==> config.mk <==
export PLATFORM = sky130hd
export DESIGN_NAME = ttm_loader
export DESIGN_NICKNAME = d
export VERILOG_FILES = /design/src/rtl/ttm_pkg.sv /design/src/rtl/ttm_core_if.sv /design/src/rtl/ttm_trigger_detect.sv /design/src/rtl/ttm_tx_encoder.sv /design/src/rtl/ttm_loader.sv
export SDC_FILE = /design/constraint.sdc
export NUM_CORES = 1
export LEC_CHECK = 0
export BUFFER_PORTS_ARGS = -buffer_cell sky130_fd_sc_hd__buf_4
export CAP_MARGIN = 20
export CORE_ASPECT_RATIO = 0.5
export CORE_UTILIZATION = 35
export DETAILED_ROUTE_END_ITERATION = 12
export SETUP_SLACK_MARGIN = 0.05
export SLEW_MARGIN = 25
export SYNTH_ARGS = -nofsm -noshare
export SYNTH_HDL_FRONTEND = slang
export SYNTH_HIERARCHICAL = 1
export SYNTH_SLANG_ARGS = --single-unit
==> constraint.sdc <==
create_clock -name aclk -period 4.9 [get_ports aclk]
set_clock_uncertainty 0.05 [all_clocks]
set_input_delay 0.245 -clock aclk [delete_from_list [all_inputs] [get_ports aclk]]
set_output_delay 0.245 -clock aclk [all_outputs]
set_load 0.005 [all_outputs]
==> src/rtl/ttm_pkg.sv <==
// constants shared by the trigger transmit mode loader
package ttm_pkg;

  // ----------------------------------------------------------------
  // bus geometry
  // ----------------------------------------------------------------
  localparam int         ADDR_W      = 8;
  localparam int         DATA_W      = 32;
  localparam logic [1:0] RESP_OKAY   = 2'h0;
  localparam logic [1:0] RESP_SLVERR = 2'h2;

  // ----------------------------------------------------------------
  // register indices (byte address is four times the index)
  // ----------------------------------------------------------------
  localparam logic [5:0] IDX_COND  = 6'h20;
  localparam logic [5:0] IDX_CMASK = 6'h21;
  localparam logic [5:0] IDX_TSEL  = 6'h26;
  localparam logic [5:0] IDX_CUR_MODE = 6'h28;
  localparam logic [5:0] IDX_EVT   = 6'h2a;
  localparam logic [5:0] IDX_EMASK = 6'h2b;

  // ----------------------------------------------------------------
  // field positions and reset values
  // ----------------------------------------------------------------
  localparam int         COND_FLAG_BIT  = 7;
  localparam int         CMASK_FLAG_BIT = 7;
  localparam int         TSEL_MODE_W   = 3;
  localparam int         TSEL_EN_LSB   = 3;
  localparam int         NSRC          = 5;
  localparam int         EVT_W         = 2;
  localparam int         EVT_SVC_BIT   = 0;
  localparam int         EVT_WREJ_BIT  = 1;
  localparam logic [7:0] TSEL_RST      = 8'h00;
  localparam logic [2:0] CUR_MODE_RST  = 3'h0;

  // ----------------------------------------------------------------
  // transmit modes and symbols
  // ----------------------------------------------------------------
  localparam logic [2:0] MODE_ACTIVE = 3'h0;
  localparam logic [2:0] MODE_IDLE   = 3'h1;
  localparam logic [2:0] MODE_OFF    = 3'h2;
  localparam logic [2:0] MODE_RSV3   = 3'h3;
  localparam logic [2:0] MODE_MASTER = 3'h4;
  localparam logic [2:0] MODE_HALT   = 3'h5;
  localparam logic [2:0] MODE_QUIET  = 3'h6;
  localparam logic [2:0] MODE_RSV7   = 3'h7;
  localparam logic [4:0] SYM_IDLE    = 5'h1f;
  localparam logic [4:0] SYM_HALT    = 5'h04;
  localparam logic [4:0] SYM_QUIET   = 5'h00;

endpackage

==> src/rtl/ttm_core_if.sv <==
// internal carrier between control, trigger detector and encoder
`timescale 1ns/1ps
`default_nettype none
interface ttm_core_if;
  logic [4:0] src;
  logic [4:0] en;
  logic       fire;
  logic [2:0] mode;
  logic [9:0] req_pair;
  logic [9:0] tx_pair;
  logic       tx_en;
  modport det (input src, input en, output fire);
  modport enc (input mode, input req_pair, output tx_pair, output tx_en);
  modport ctl (output src, output en, output mode, output req_pair,
               input fire, input tx_pair, input tx_en);
endinterface
`default_nettype wire

==> src/rtl/ttm_trigger_detect.sv <==
// rising-edge detector over the enabled trigger sources
`timescale 1ns/1ps
`default_nettype none
module ttm_trigger_detect (
  input wire logic aclk,
  input wire logic aresetn,
  ttm_core_if.det  cif
);
  typedef struct packed {
    logic [4:0] prev;
  } ttm_det_s;

  ttm_det_s s;
  ttm_det_s next_s;

  // ----------------------------------------------------------------
  // source history
  // ----------------------------------------------------------------
  always_comb begin
    next_s      = s;
    next_s.prev = cif.src;
  end

  always_ff @(posedge aclk) begin
    if (!aresetn) begin
      s <= '0;
    end else begin
      s <= next_s;
    end
  end

  // any enabled source entering its condition
  assign cif.fire = |(cif.en & cif.src & ~s.prev);
endmodule
`default_nettype wire

==> src/rtl/ttm_tx_encoder.sv <==
// transmit symbol pair generator for the current transmit mode
`timescale 1ns/1ps
`default_nettype none
module ttm_tx_encoder (
  input wire logic aclk,
  input wire logic aresetn,
  ttm_core_if.enc  cif
);
  typedef struct packed {
    logic [9:0] pair;
    logic       tx_en;
  } ttm_enc_s;

  ttm_enc_s s;
  ttm_enc_s next_s;

  // ----------------------------------------------------------------
  // mode decode
  // ----------------------------------------------------------------
  always_comb begin
    next_s     = s;
    next_s.tx_en = 1'b1;
    unique case (cif.mode)
      ttm_pkg::MODE_ACTIVE: next_s.pair = cif.req_pair;
      ttm_pkg::MODE_IDLE:   next_s.pair = {ttm_pkg::SYM_IDLE, ttm_pkg::SYM_IDLE};
      ttm_pkg::MODE_OFF: begin
        next_s.pair = {ttm_pkg::SYM_QUIET, ttm_pkg::SYM_QUIET};
        next_s.tx_en = 1'b0;
      end
      ttm_pkg::MODE_MASTER: next_s.pair = {ttm_pkg::SYM_HALT, ttm_pkg::SYM_QUIET};
      ttm_pkg::MODE_HALT:   next_s.pair = {ttm_pkg::SYM_HALT, ttm_pkg::SYM_HALT};
      ttm_pkg::MODE_QUIET:  next_s.pair = {ttm_pkg::SYM_QUIET, ttm_pkg::SYM_QUIET};
      ttm_pkg::MODE_RSV3,
      ttm_pkg::MODE_RSV7:   next_s.pair = {ttm_pkg::SYM_QUIET, ttm_pkg::SYM_QUIET};
    endcase
  end

  always_ff @(posedge aclk) begin
    if (!aresetn) begin
      s <= '{pair: 10'h000, tx_en: 1'b0};
    end else begin
      s <= next_s;
    end
  end

  assign cif.tx_pair = s.pair;
  assign cif.tx_en   = s.tx_en;
endmodule
`default_nettype wire

==> src/rtl/ttm_loader.sv <==
// trigger select register, transmit mode loader and register slave
//
// The AXI4-Lite interface to the registers was left to the implementer.
`timescale 1ns/1ps
`default_nettype none

// Behaviour
// - trigger copies trigger mode into current mode
// - every trigger sets trigger-occurred flag
// - low three bits mode, upper five enables
// - active mode passes request pairs through
// - idle mode sends idle pairs
// - off mode sends quiet, drops optic enable
// - master mode sends halt then quiet
// - halt mode sends halt pairs
// - quiet mode sends quiet, optic enable on
// - reserved codes send quiet pairs
// - quiet line state triggers when enabled
// - noise counter at zero triggers when enabled
// - flag set protects current mode from writes
// - flag and mask set service event
module ttm_loader #(
  parameter int NOISE_W = 8
) (
  input  wire logic                   aclk,
  input  wire logic                   aresetn,
  input  wire logic [ttm_pkg::ADDR_W-1:0] s_axi_awaddr,
  input  wire logic                   s_axi_awvalid,
  output logic                        s_axi_awready,
  input  wire logic [ttm_pkg::DATA_W-1:0] s_axi_wdata,
  input  wire logic [3:0]             s_axi_wstrb,
  input  wire logic                   s_axi_wvalid,
  output logic                        s_axi_wready,
  output logic [1:0]                  s_axi_bresp,
  output logic                        s_axi_bvalid,
  input  wire logic                   s_axi_bready,
  input  wire logic [ttm_pkg::ADDR_W-1:0] s_axi_araddr,
  input  wire logic                   s_axi_arvalid,
  output logic                        s_axi_arready,
  output logic [ttm_pkg::DATA_W-1:0]  s_axi_rdata,
  output logic [1:0]                  s_axi_rresp,
  output logic                        s_axi_rvalid,
  input  wire logic                   s_axi_rready,
  input  wire logic                   ls_super_idle,
  input  wire logic                   ls_master,
  input  wire logic                   ls_halt,
  input  wire logic                   ls_quiet,
  input  wire logic [NOISE_W-1:0]     noise_count,
  input  wire logic [9:0]             req_pair,
  output logic [9:0]                  tx_pair,
  output logic                        optic_tx_enable,
  output logic                        irq
);
  // ----------------------------------------------------------------
  // elaboration check
  // ----------------------------------------------------------------
  if (NOISE_W < 1 || NOISE_W > 16) begin : g_chk
    $error("noise counter width must be 1 to 16");
  end

  // ----------------------------------------------------------------
  // state
  // ----------------------------------------------------------------
  typedef struct packed {
    logic                        awready;
    logic                        wready;
    logic                        aw_held;
    logic [5:0]                  aw_idx;
    logic                        aw_bad;
    logic                        w_held;
    logic [7:0]                  wdata;
    logic                        wlane0;
    logic                        bvalid;
    logic [1:0]                  bresp;
    logic                        arready;
    logic                        rvalid;
    logic [ttm_pkg::DATA_W-1:0]  rdata;
    logic [1:0]                  rresp;
    logic [7:0]                  trigger_select;
    logic [2:0]                  current_tx_state;
    logic                        trigger_occurred_flag;
    logic                        trigger_occurred_mask;
    logic [ttm_pkg::EVT_W-1:0]   evt;
    logic [ttm_pkg::EVT_W-1:0]   evt_mask;
    logic                        irq;
  } ttm_loader_s;

  ttm_loader_s s;
  ttm_loader_s next_s;
  ttm_core_if  cif ();

  logic             wr_go;
  logic             wr_cur_mode;
  logic             noise_zero;
  logic [7:0]       rd_val;
  logic             rd_ok;

  // ----------------------------------------------------------------
  // trigger sources and sub blocks
  // ----------------------------------------------------------------
  assign noise_zero   = (noise_count == '0);
  assign cif.src      = {noise_zero, ls_quiet, ls_halt, ls_master, ls_super_idle};
  assign cif.en       = s.trigger_select[7:ttm_pkg::TSEL_EN_LSB];
  assign cif.mode     = s.current_tx_state;
  assign cif.req_pair = req_pair;

  ttm_trigger_detect u_det (
    .aclk    (aclk),
    .aresetn (aresetn),
    .cif     (cif)
  );

  ttm_tx_encoder u_enc (
    .aclk    (aclk),
    .aresetn (aresetn),
    .cif     (cif)
  );

  assign wr_go   = s.aw_held && s.w_held && !s.bvalid;
  assign wr_cur_mode = wr_go && !s.aw_bad && (s.aw_idx == ttm_pkg::IDX_CUR_MODE) && s.wlane0;

  // ----------------------------------------------------------------
  // read decode
  // ----------------------------------------------------------------
  always_comb begin
    rd_val = 8'h00;
    rd_ok  = 1'b1;
    if (s_axi_araddr[1:0] != 2'h0 || s_axi_araddr[ttm_pkg::ADDR_W-1] != 1'b1) begin
      rd_ok = 1'b0;
    end else begin
      unique case (s_axi_araddr[7:2])
        ttm_pkg::IDX_COND:  rd_val = {s.trigger_occurred_flag, 7'h00};
        ttm_pkg::IDX_CMASK: rd_val = {s.trigger_occurred_mask, 7'h00};
        ttm_pkg::IDX_TSEL:  rd_val = s.trigger_select;
        ttm_pkg::IDX_CUR_MODE: rd_val = {5'h00, s.current_tx_state};
        ttm_pkg::IDX_EVT:   rd_val = {6'h00, s.evt};
        ttm_pkg::IDX_EMASK: rd_val = {6'h00, s.evt_mask};
        default:            rd_ok  = 1'b0;
      endcase
    end
  end

  // ----------------------------------------------------------------
  // next state
  // ----------------------------------------------------------------
  always_comb begin
    next_s = s;
    // write address and data, either order
    if (s_axi_awvalid && s.awready) begin
      next_s.aw_held = 1'b1;
      next_s.aw_idx  = s_axi_awaddr[7:2];
      next_s.aw_bad  = (s_axi_awaddr[1:0] != 2'h0);
    end
    if (s_axi_wvalid && s.wready) begin
      next_s.w_held = 1'b1;
      next_s.wdata  = s_axi_wdata[7:0];
      next_s.wlane0 = s_axi_wstrb[0];
    end
    if (s.bvalid && s_axi_bready) begin
      next_s.bvalid = 1'b0;
    end
    if (wr_go) begin
      next_s.aw_held = 1'b0;
      next_s.w_held  = 1'b0;
      next_s.bvalid  = 1'b1;
      next_s.bresp   = ttm_pkg::RESP_OKAY;
      if (s.aw_bad) begin
        next_s.bresp = ttm_pkg::RESP_SLVERR;
      end else begin
        unique case (s.aw_idx)
          ttm_pkg::IDX_COND: begin
            if (s.wlane0 && s.wdata[ttm_pkg::COND_FLAG_BIT]) begin
              next_s.trigger_occurred_flag = 1'b0;
            end
          end
          ttm_pkg::IDX_CMASK: begin
            if (s.wlane0) begin
              next_s.trigger_occurred_mask = s.wdata[ttm_pkg::CMASK_FLAG_BIT];
            end
          end
          ttm_pkg::IDX_TSEL: begin
            if (s.wlane0) begin
              next_s.trigger_select = s.wdata;
            end
          end
          ttm_pkg::IDX_CUR_MODE: begin
            if (s.wlane0 && s.trigger_occurred_flag) begin
              next_s.evt[ttm_pkg::EVT_WREJ_BIT] = 1'b1;
            end else if (s.wlane0) begin
              next_s.current_tx_state = s.wdata[2:0];
            end
          end
          ttm_pkg::IDX_EVT: begin
            if (s.wlane0) begin
              next_s.evt = s.evt & ~s.wdata[ttm_pkg::EVT_W-1:0];
            end
          end
          ttm_pkg::IDX_EMASK: begin
            if (s.wlane0) begin
              next_s.evt_mask = s.wdata[ttm_pkg::EVT_W-1:0];
            end
          end
          default: next_s.bresp = ttm_pkg::RESP_SLVERR;
        endcase
      end
    end
    // read channel
    if (s.rvalid && s_axi_rready) begin
      next_s.rvalid = 1'b0;
    end
    if (s_axi_arvalid && s.arready) begin
      next_s.rvalid = 1'b1;
      next_s.rdata  = {24'h000000, rd_val};
      next_s.rresp  = rd_ok ? ttm_pkg::RESP_OKAY : ttm_pkg::RESP_SLVERR;
    end
    // trigger wins over a same-cycle write or clear
    if (cif.fire) begin
      next_s.current_tx_state      = s.trigger_select[ttm_pkg::TSEL_MODE_W-1:0];
      next_s.trigger_occurred_flag = 1'b1;
    end
    if (s.trigger_occurred_flag && s.trigger_occurred_mask) begin
      next_s.evt[ttm_pkg::EVT_SVC_BIT] = 1'b1;
    end
    next_s.irq     = |(next_s.evt & next_s.evt_mask);
    next_s.awready = !next_s.aw_held && !next_s.bvalid;
    next_s.wready  = !next_s.w_held && !next_s.bvalid;
    next_s.arready = !next_s.rvalid;
  end

  always_ff @(posedge aclk) begin
    if (!aresetn) begin
      s                <= '0;
      s.awready        <= 1'b1;
      s.wready         <= 1'b1;
      s.arready        <= 1'b1;
      s.trigger_select <= ttm_pkg::TSEL_RST;
      s.current_tx_state <= ttm_pkg::CUR_MODE_RST;
    end else begin
      s <= next_s;
    end
  end

  // ----------------------------------------------------------------
  // outputs
  // ----------------------------------------------------------------
  assign s_axi_awready   = s.awready;
  assign s_axi_wready    = s.wready;
  assign s_axi_bvalid    = s.bvalid;
  assign s_axi_bresp     = s.bresp;
  assign s_axi_arready   = s.arready;
  assign s_axi_rvalid    = s.rvalid;
  assign s_axi_rdata     = s.rdata;
  assign s_axi_rresp     = s.rresp;
  assign tx_pair         = cif.tx_pair;
  assign optic_tx_enable = cif.tx_en;
  assign irq             = s.irq;
endmodule
`default_nettype wire

==> flow_metrics.tcl, run 1 <==
set metrics [dict create \
    cts.path.max_buffers 2 \
    synth_edf_count 0 \
    insertion_delay_ns 0.32 \
    yosysSeqAreaShare_pct 44.3 \
    outcome "completed" \
    grt_overflow 0 \
    startpoint "s[67]$_SDFFE_PN0P_" \
    fin_nets 481 \
    swShare_pct 21.6 \
    dr.pass1.iters 4 \
    worstMarginPinSlew_ns 0.547 \
    rows 23 \
    crit_family "simple AND/OR/NAND/NOR gates" \
    finalCritPeriodShare_pct 36.0 \
    fp.coreArea_um2 8200 \
    viasPerCell 4.55 \
    drive_gt1_share_pct 25.5 \
    post_cts_resized 0 \
    numPortBuffers 80 \
    cts_sinks 67 \
    avgSynthCellArea_um2 9.16 \
    maxCapViolCount 0 \
    routed_wl_um 6320 \
    ys_types 49 \
    netlist_instances 331 \
    cpMaxStageDelayCell "or3b_2" \
    cts_tree "built" \
    first_global_vias 2032 \
    start_util_pct 36.9 \
    antenna_cells 0 \
    crit_buf_inv 0 \
    grt_busiest_layer "met2" \
    timing.fmax_mhz 567 \
    die_height_um 67.8 \
    critical_path_arrival_ns 1.93 \
    grt_first_pass_wirelength_um 10200 \
    min_path_type "input pin to register" \
    ff_latch_area_um2 1340 \
    synthFlopType "dfxtp_1" \
    yosysTopAreaCellShare_pct 44.3 \
    synth_top_cell_by_area "dfxtp_1" \
    r2r-start "s[67]$_SDFFE_PN0P_" \
    syn_area_um2 3030 \
    timing.final.crit_period_ns 1.76 \
    max_stage_delay_ns 0.53 \
    combPwrFrac_pct 9.0 \
    min_from "req_pair[3]" \
    fillCellCount 830 \
    vias 2346 \
    ys_ff_latch 67 \
    worstPathCellList "or3b_2 -> nor4_4 -> mux2i_1 -> a21oi_1" \
    cp_data_required_time_ns 5.06 \
    slew_viol_final 0 \
    p_clk_share_pct 47.3 \
    synth_area_leaders "dfxtp_1, buf_4, mux2i_1, nand2_1, nor2b_1" \
    multi_input_area_um2 1430 \
    grt_antenna_before_repair 0 \
    syn_to_final_growth_pct 26.7 \
    drc_errors 0 \
    vdd_drop_max_v 0.000168 \
    slew_headroom_pct 63.1 \
    power.switching_w 0.000290 \
    groute.usage.overall_pct 14.8 \
    wire_per_inst_um 12.3 \
    drtIter0Drc 128 \
    cp-start-kind "register" \
    async_flop_share_pct 0 \
    path_clk_slew_ns 0.05 \
    die_area_um2 9060 \
    place_ws_ns 2.98 \
    setup_viol 0 \
    seqPwrFrac_pct 43.7 \
    yosysWarnings 6 \
    powerDensity_nw_per_um2 350 \
    path_max_fanout 3 \
    grt_max_degree 59 \
    power.internal_w 0.00105 \
    routabilityCongestion 0.777 \
    fp.dieW_um 134 \
    cts_root_buffer "clkbuf_16" \
    use_met1_pct 20.3 \
    grtUsageMet3_pct 5.33 \
    use_met2_pct 21.1 \
    leakagePower_nw 1.68 \
    hold_buffers 0 \
    numCtsBuffers 9 \
    ios 134 \
    final.setup.worst_slack_ns 3.14 \
    path_class "register to register" \
    rsz0062_at_grt "false" \
    htree_levels 3 \
    hold_viol_final 0 \
    dp_hpwl_um 4510 \
    post_cts_buffers 0 \
    end_kind "register" \
    fin_tns_setup_ns 0 \
    postRouteAntennaNets 0 \
]
[per-stage QoR]
stage	total power, W	utilization (%)	cells	area, um2	hold slack [ns]
after floorplan	0.000673	-	356	3120	0.305
after global placement	0.000719	43.2	501	3540	0.390
after detailed placement	0.000719	43.2	501	3540	0.394
after CTS	0.00136	46.8	516	3840	0.0524
after global routing	0.00141	46.8	516	3840	0.0548
final	0.00134	46.8	516	3840	0.0603
[power groups by stage]
stage | combinational (W) | sequential (W) | clock, W
after floorplan | 0.0000796 | 0.000594 | 0
after global placement | 0.000121 | 0.000597 | 0
after detailed placement | 0.000122 | 0.000598 | 0
after CTS | 0.000122 | 0.000586 | 0.000650
after global routing | 0.000136 | 0.000589 | 0.000682
final | 0.000121 | 0.000586 | 0.000635
[placed cells by master (no fill, tap or decap), types with 2 or more instances in the layout]
| cell type | instances |
|---|---|
| a21boi_0 | 16 |
| a21oi_1 | 9 |
| a22oi_1 | 6 |
| and2_1 | 8 |
| buf_4 | 80 |
| clkbuf_1 | 2 |
| clkbuf_16 | 9 |
| clkbuf_8 | 2 |
| conb_1 | 26 |
| dfxtp_1 | 67 |
| inv_1 | 10 |
| mux2i_1 | 16 |
| nand2_1 | 42 |
| nand2b_1 | 4 |
| nand3_1 | 8 |
| nand4_1 | 3 |
| nor2_1 | 9 |
| nor2b_1 | 21 |
| nor3_1 | 2 |
| nor3b_1 | 2 |
| nor4bb_1 | 3 |
| o211a_1 | 2 |
| o21a_1 | 10 |
| o21ai_0 | 14 |
| o22ai_1 | 4 |
| or2_2 | 2 |
| or3_1 | 2 |
| or4_1 | 2 |
[per-layer routing]
metal | wire (um) | share of wire [%]
met2 | 2610 | 41
met4 | 79 | 1.2
met3 | 370 | 5.9
met1 | 3260 | 52
met5 | 0 | 0
[sequential cells by signal, summed over array words and instances, names as in the netlist]
register / count
s: 27
s_axi_rresp: 1
cif.en: 5
s_axi_bresp: 1
cif.mode: 3
s_axi_rvalid: 1
irq: 1
s_axi_wready: 1
u_enc/cif.tx_en: 1
u_enc/cif.tx_pair: 10
u_det/s: 5
s_axi_rdata: 8
s_axi_arready: 1
s_axi_awready: 1
s_axi_bvalid: 1
[synth_stat cells (all sizes together), types with 2 or more instances]
cell	instances
dfxtp	67
nand2	42
buf	38
nor2b	21
a21boi	16
mux2i	16
o21ai	14
inv	10
o21a	10
a21oi	9
and2	9
clkbuf	9
nor2	9
nand3	8
a22oi	6
nand2b	4
nand4	4
nor3b	4
o22ai	4
nor4bb	3
nor3	2
nor4	2
o211a	2
or2	2
or3	2
or4	2
[cells by family after synthesis]
logic type,synth area share [%]
simple gates,23.0
mux,5.66
compound gates,14.9
flops,44.3
other cells,0.124
xor+xnor,0.289
buf+inv,11.8
[final timing paths]
| check | slack (ns) | to | depth (start not counted) |
|---|---|---|---|
| worst max-delay path | 3.14 | cif.mode[0]$_SDFFE_PN0P_ | 4 |
| worst min-delay path | 0.06 | u_enc/cif.tx_pair[3]$_SDFF_PN0_ | 2 |
| worst max register to register | 3.14 | cif.mode[0]$_SDFFE_PN0P_ | 4 |
| worst min register to register | 0.41 | s[61]$_SDFFE_PN0P_ | 2 |
[final cells by class]
| class | count | share of cell area [%] |
|---|---|---|
| clock buffers | 13 | 6.78 |
| clock inverters | 2 | 0.912 |
| inverters | 10 | 0.978 |
| multi-input cells | 232 | 37.1 |
| flip-flops and latches | 67 | 34.9 |
| well taps | 112 | 3.65 |
| repair buffers | 80 | 15.6 |
Power figures use the tool's default switching activity.
==> run 2: changes to the inputs <==
==> constraint.sdc (replaced) <==
create_clock -name aclk -period 1.82 [get_ports aclk]
set_clock_uncertainty 0.05 [all_clocks]
set_input_delay 0.091 -clock aclk [delete_from_list [all_inputs] [get_ports aclk]]
set_output_delay 0.091 -clock aclk [all_outputs]
set_load 0.005 [all_outputs]
==> run 2 against run 1 <==
First-iteration DRC count decreased by 11%; power rose to 2.6 times the previous value; flip-flop and latch count is the same; hold slack lost 0.027 ns.
==> flow_metrics.tcl, run 2 (same netlist as run 1, synthesis figures left out) <==
set metrics [dict create \
    numPortBuffers 80 \
    fin_tns_setup_ns 0 \
    fin_cells 556 \
    largest_reg_flops 27 \
    power.internal_w 0.00274 \
    p_clk_share_pct 44.3 \
    power.switching_w 0.000804 \
    slew_viol_final 0 \
    fp.dieW_um 134 \
    end_kind "register" \
    cts_tree "built" \
    routabilityCongestion 0.751 \
    cts_root_buffer "clkbuf_16" \
    cts_sinks 67 \
    outcome "completed" \
    wl_met2_um 2940 \
    path_class "register to register" \
    startpoint "s[68]$_SDFFE_PN0P_" \
    min_from "s_axi_awaddr[0]" \
    wire_per_inst_um 12.3 \
    rsz0062_at_grt "true" \
    swShare_pct 22.7 \
    min_path_type "input pin to register" \
    grt_first_pass_wirelength_um 10800 \
    placed_area_um2 3600 \
    groute.usage.overall_pct 15.8 \
    grt_antenna_before_repair 0 \
    final.setup.worst_slack_ns 0.0985 \
    rows 23 \
    mostFrequentLayoutCells "buf_4, dfxtp_1, nand2_1" \
    dp_hpwl_um 4650 \
    finalPower_w 0.00355 \
    dr.pass1.iters 4 \
    layout_commonest_cell "buf_4" \
    die_height_um 67.8 \
    ios 134 \
    critical_path_arrival_ns 1.88 \
    finalCritPeriodShare_pct 94.6 \
    die_area_um2 9060 \
    timing.fmax_mhz 581 \
    timing.final.crit_period_ns 1.72 \
    start_util_pct 36.9 \
    cts.path.max_buffers 2 \
    drive_gt1_share_pct 26.6 \
    viasPerCell 4.55 \
    combPwrFrac_pct 11.4 \
    first_global_vias 2225 \
    seqPwrFrac_pct 44.3 \
    drc_errors 0 \
    cp_data_required_time_ns 1.98 \
    numCtsBuffers 9 \
    highest_layer "met4" \
    maxCapViolCount 0 \
    postRouteAntennaNets 0 \
    fp.coreArea_um2 8200 \
    leakagePower_nw 1.85 \
    r2r-start "s[68]$_SDFFE_PN0P_" \
    path_clk_slew_ns 0.05 \
    cp-start-kind "register" \
    powerDensity_nw_per_um2 842 \
    vias 2532 \
    largest_register "s" \
    final_area_um2 4210 \
    htree_levels 3 \
    grt_overflow 0 \
    setup_viol 0 \
    drtIter0Drc 114 \
    met3WireLength_um 330 \
    hold_viol_final 0 \
    routed_wl_um 6830 \
    place_ws_ns 0.0682 \
    placed_cells 509 \
    path_max_fanout 3 \
    wl_met1_um 3510 \
    insertion_delay_ns 0.33 \
    grt_max_degree 40 \
    syn_to_final_growth_pct 38.9 \
    antenna_cells 0 \
    vdd_drop_max_v 0.000439 \
    fin_nets 522 \
]
-- run 2: changes by cell type in the layout (fill, tap and decap cells not counted), moves of 2 or more --
cell,change
dfxtp_4,+2
buf_4,+12
dlygate4sd3_1,+29
dfxtp_1,-2
-- run 2: per-layer routing --
metal / track usage [%] / up-vias
met2: 23.7 / 78
met5: 0 / -
met3: 5.78 / 4
met4: 5.97 / 0
met1: 20.8 / 1147
li1: - / 1303
-- run 2: through the flow --
stage,util [%],hold WS [ns]
2_1_floorplan,-,0.151
3_3_place_gp,44.0,0.238
3_5_place_dp,44.0,0.238
4_1_cts,50.8,0.0186
5_1_grt,51.3,0.0288
6_report,51.3,0.0329
-- run 2: final timing paths --
| path | end | slack (ns) | depth (start not counted) |
|---|---|---|---|
| setup / recovery | cif.mode[2]$_SDFFE_PN0P_ | 0.1 | 5 |
| hold / removal | s[67]$_SDFFE_PN0P_ | 0.03 | 3 |
| setup reg to reg | cif.mode[2]$_SDFFE_PN0P_ | 0.1 | 5 |
| hold reg to reg | s[62]$_SDFFE_PN0P_ | 0.41 | 2 |
-- run 2: final cells by class --
type	count	area (um2)
Sequential cell	67	1350
Multi-Input combinational cell	232	1430
Timing Repair Buffer	121	981
Inverter	10	37.5
Clock buffer	12	256
Clock inverter	2	12.5
Fill cell	756	3990
Tap cell	112	140
-- run 2: worst max-delay path, stage by stage, from the launching register on --
cell and delay (ns):
dfxtp_1 0.30, or4b_4 0.56, nor4_4 0.25, buf_4 0.18
mux2i_1 0.18, a21oi_1 0.08
-- run 2: what timing repair did --
| item | 4_1_cts | 5_1_grt |
|---|---|---|
| hold buffers | 29 | 0 |
| endpoints found under the hold margin | 29 | 0 |
| resized for setup | 0 | 5 |
| setup buffers | 0 | 4 |
| setup endpoints to repair | 0 | 4 |
-- run 2: power by group through the flow --
stage               combinational (W)  sequential [W]  clock (W)
floorplan                    0.000214         0.00160          0
global placement             0.000343         0.00160          0
CTS                          0.000395         0.00157    0.00162
global route                 0.000450         0.00158    0.00168
detailed placement           0.000345         0.00160          0
finish                       0.000404         0.00157    0.00157
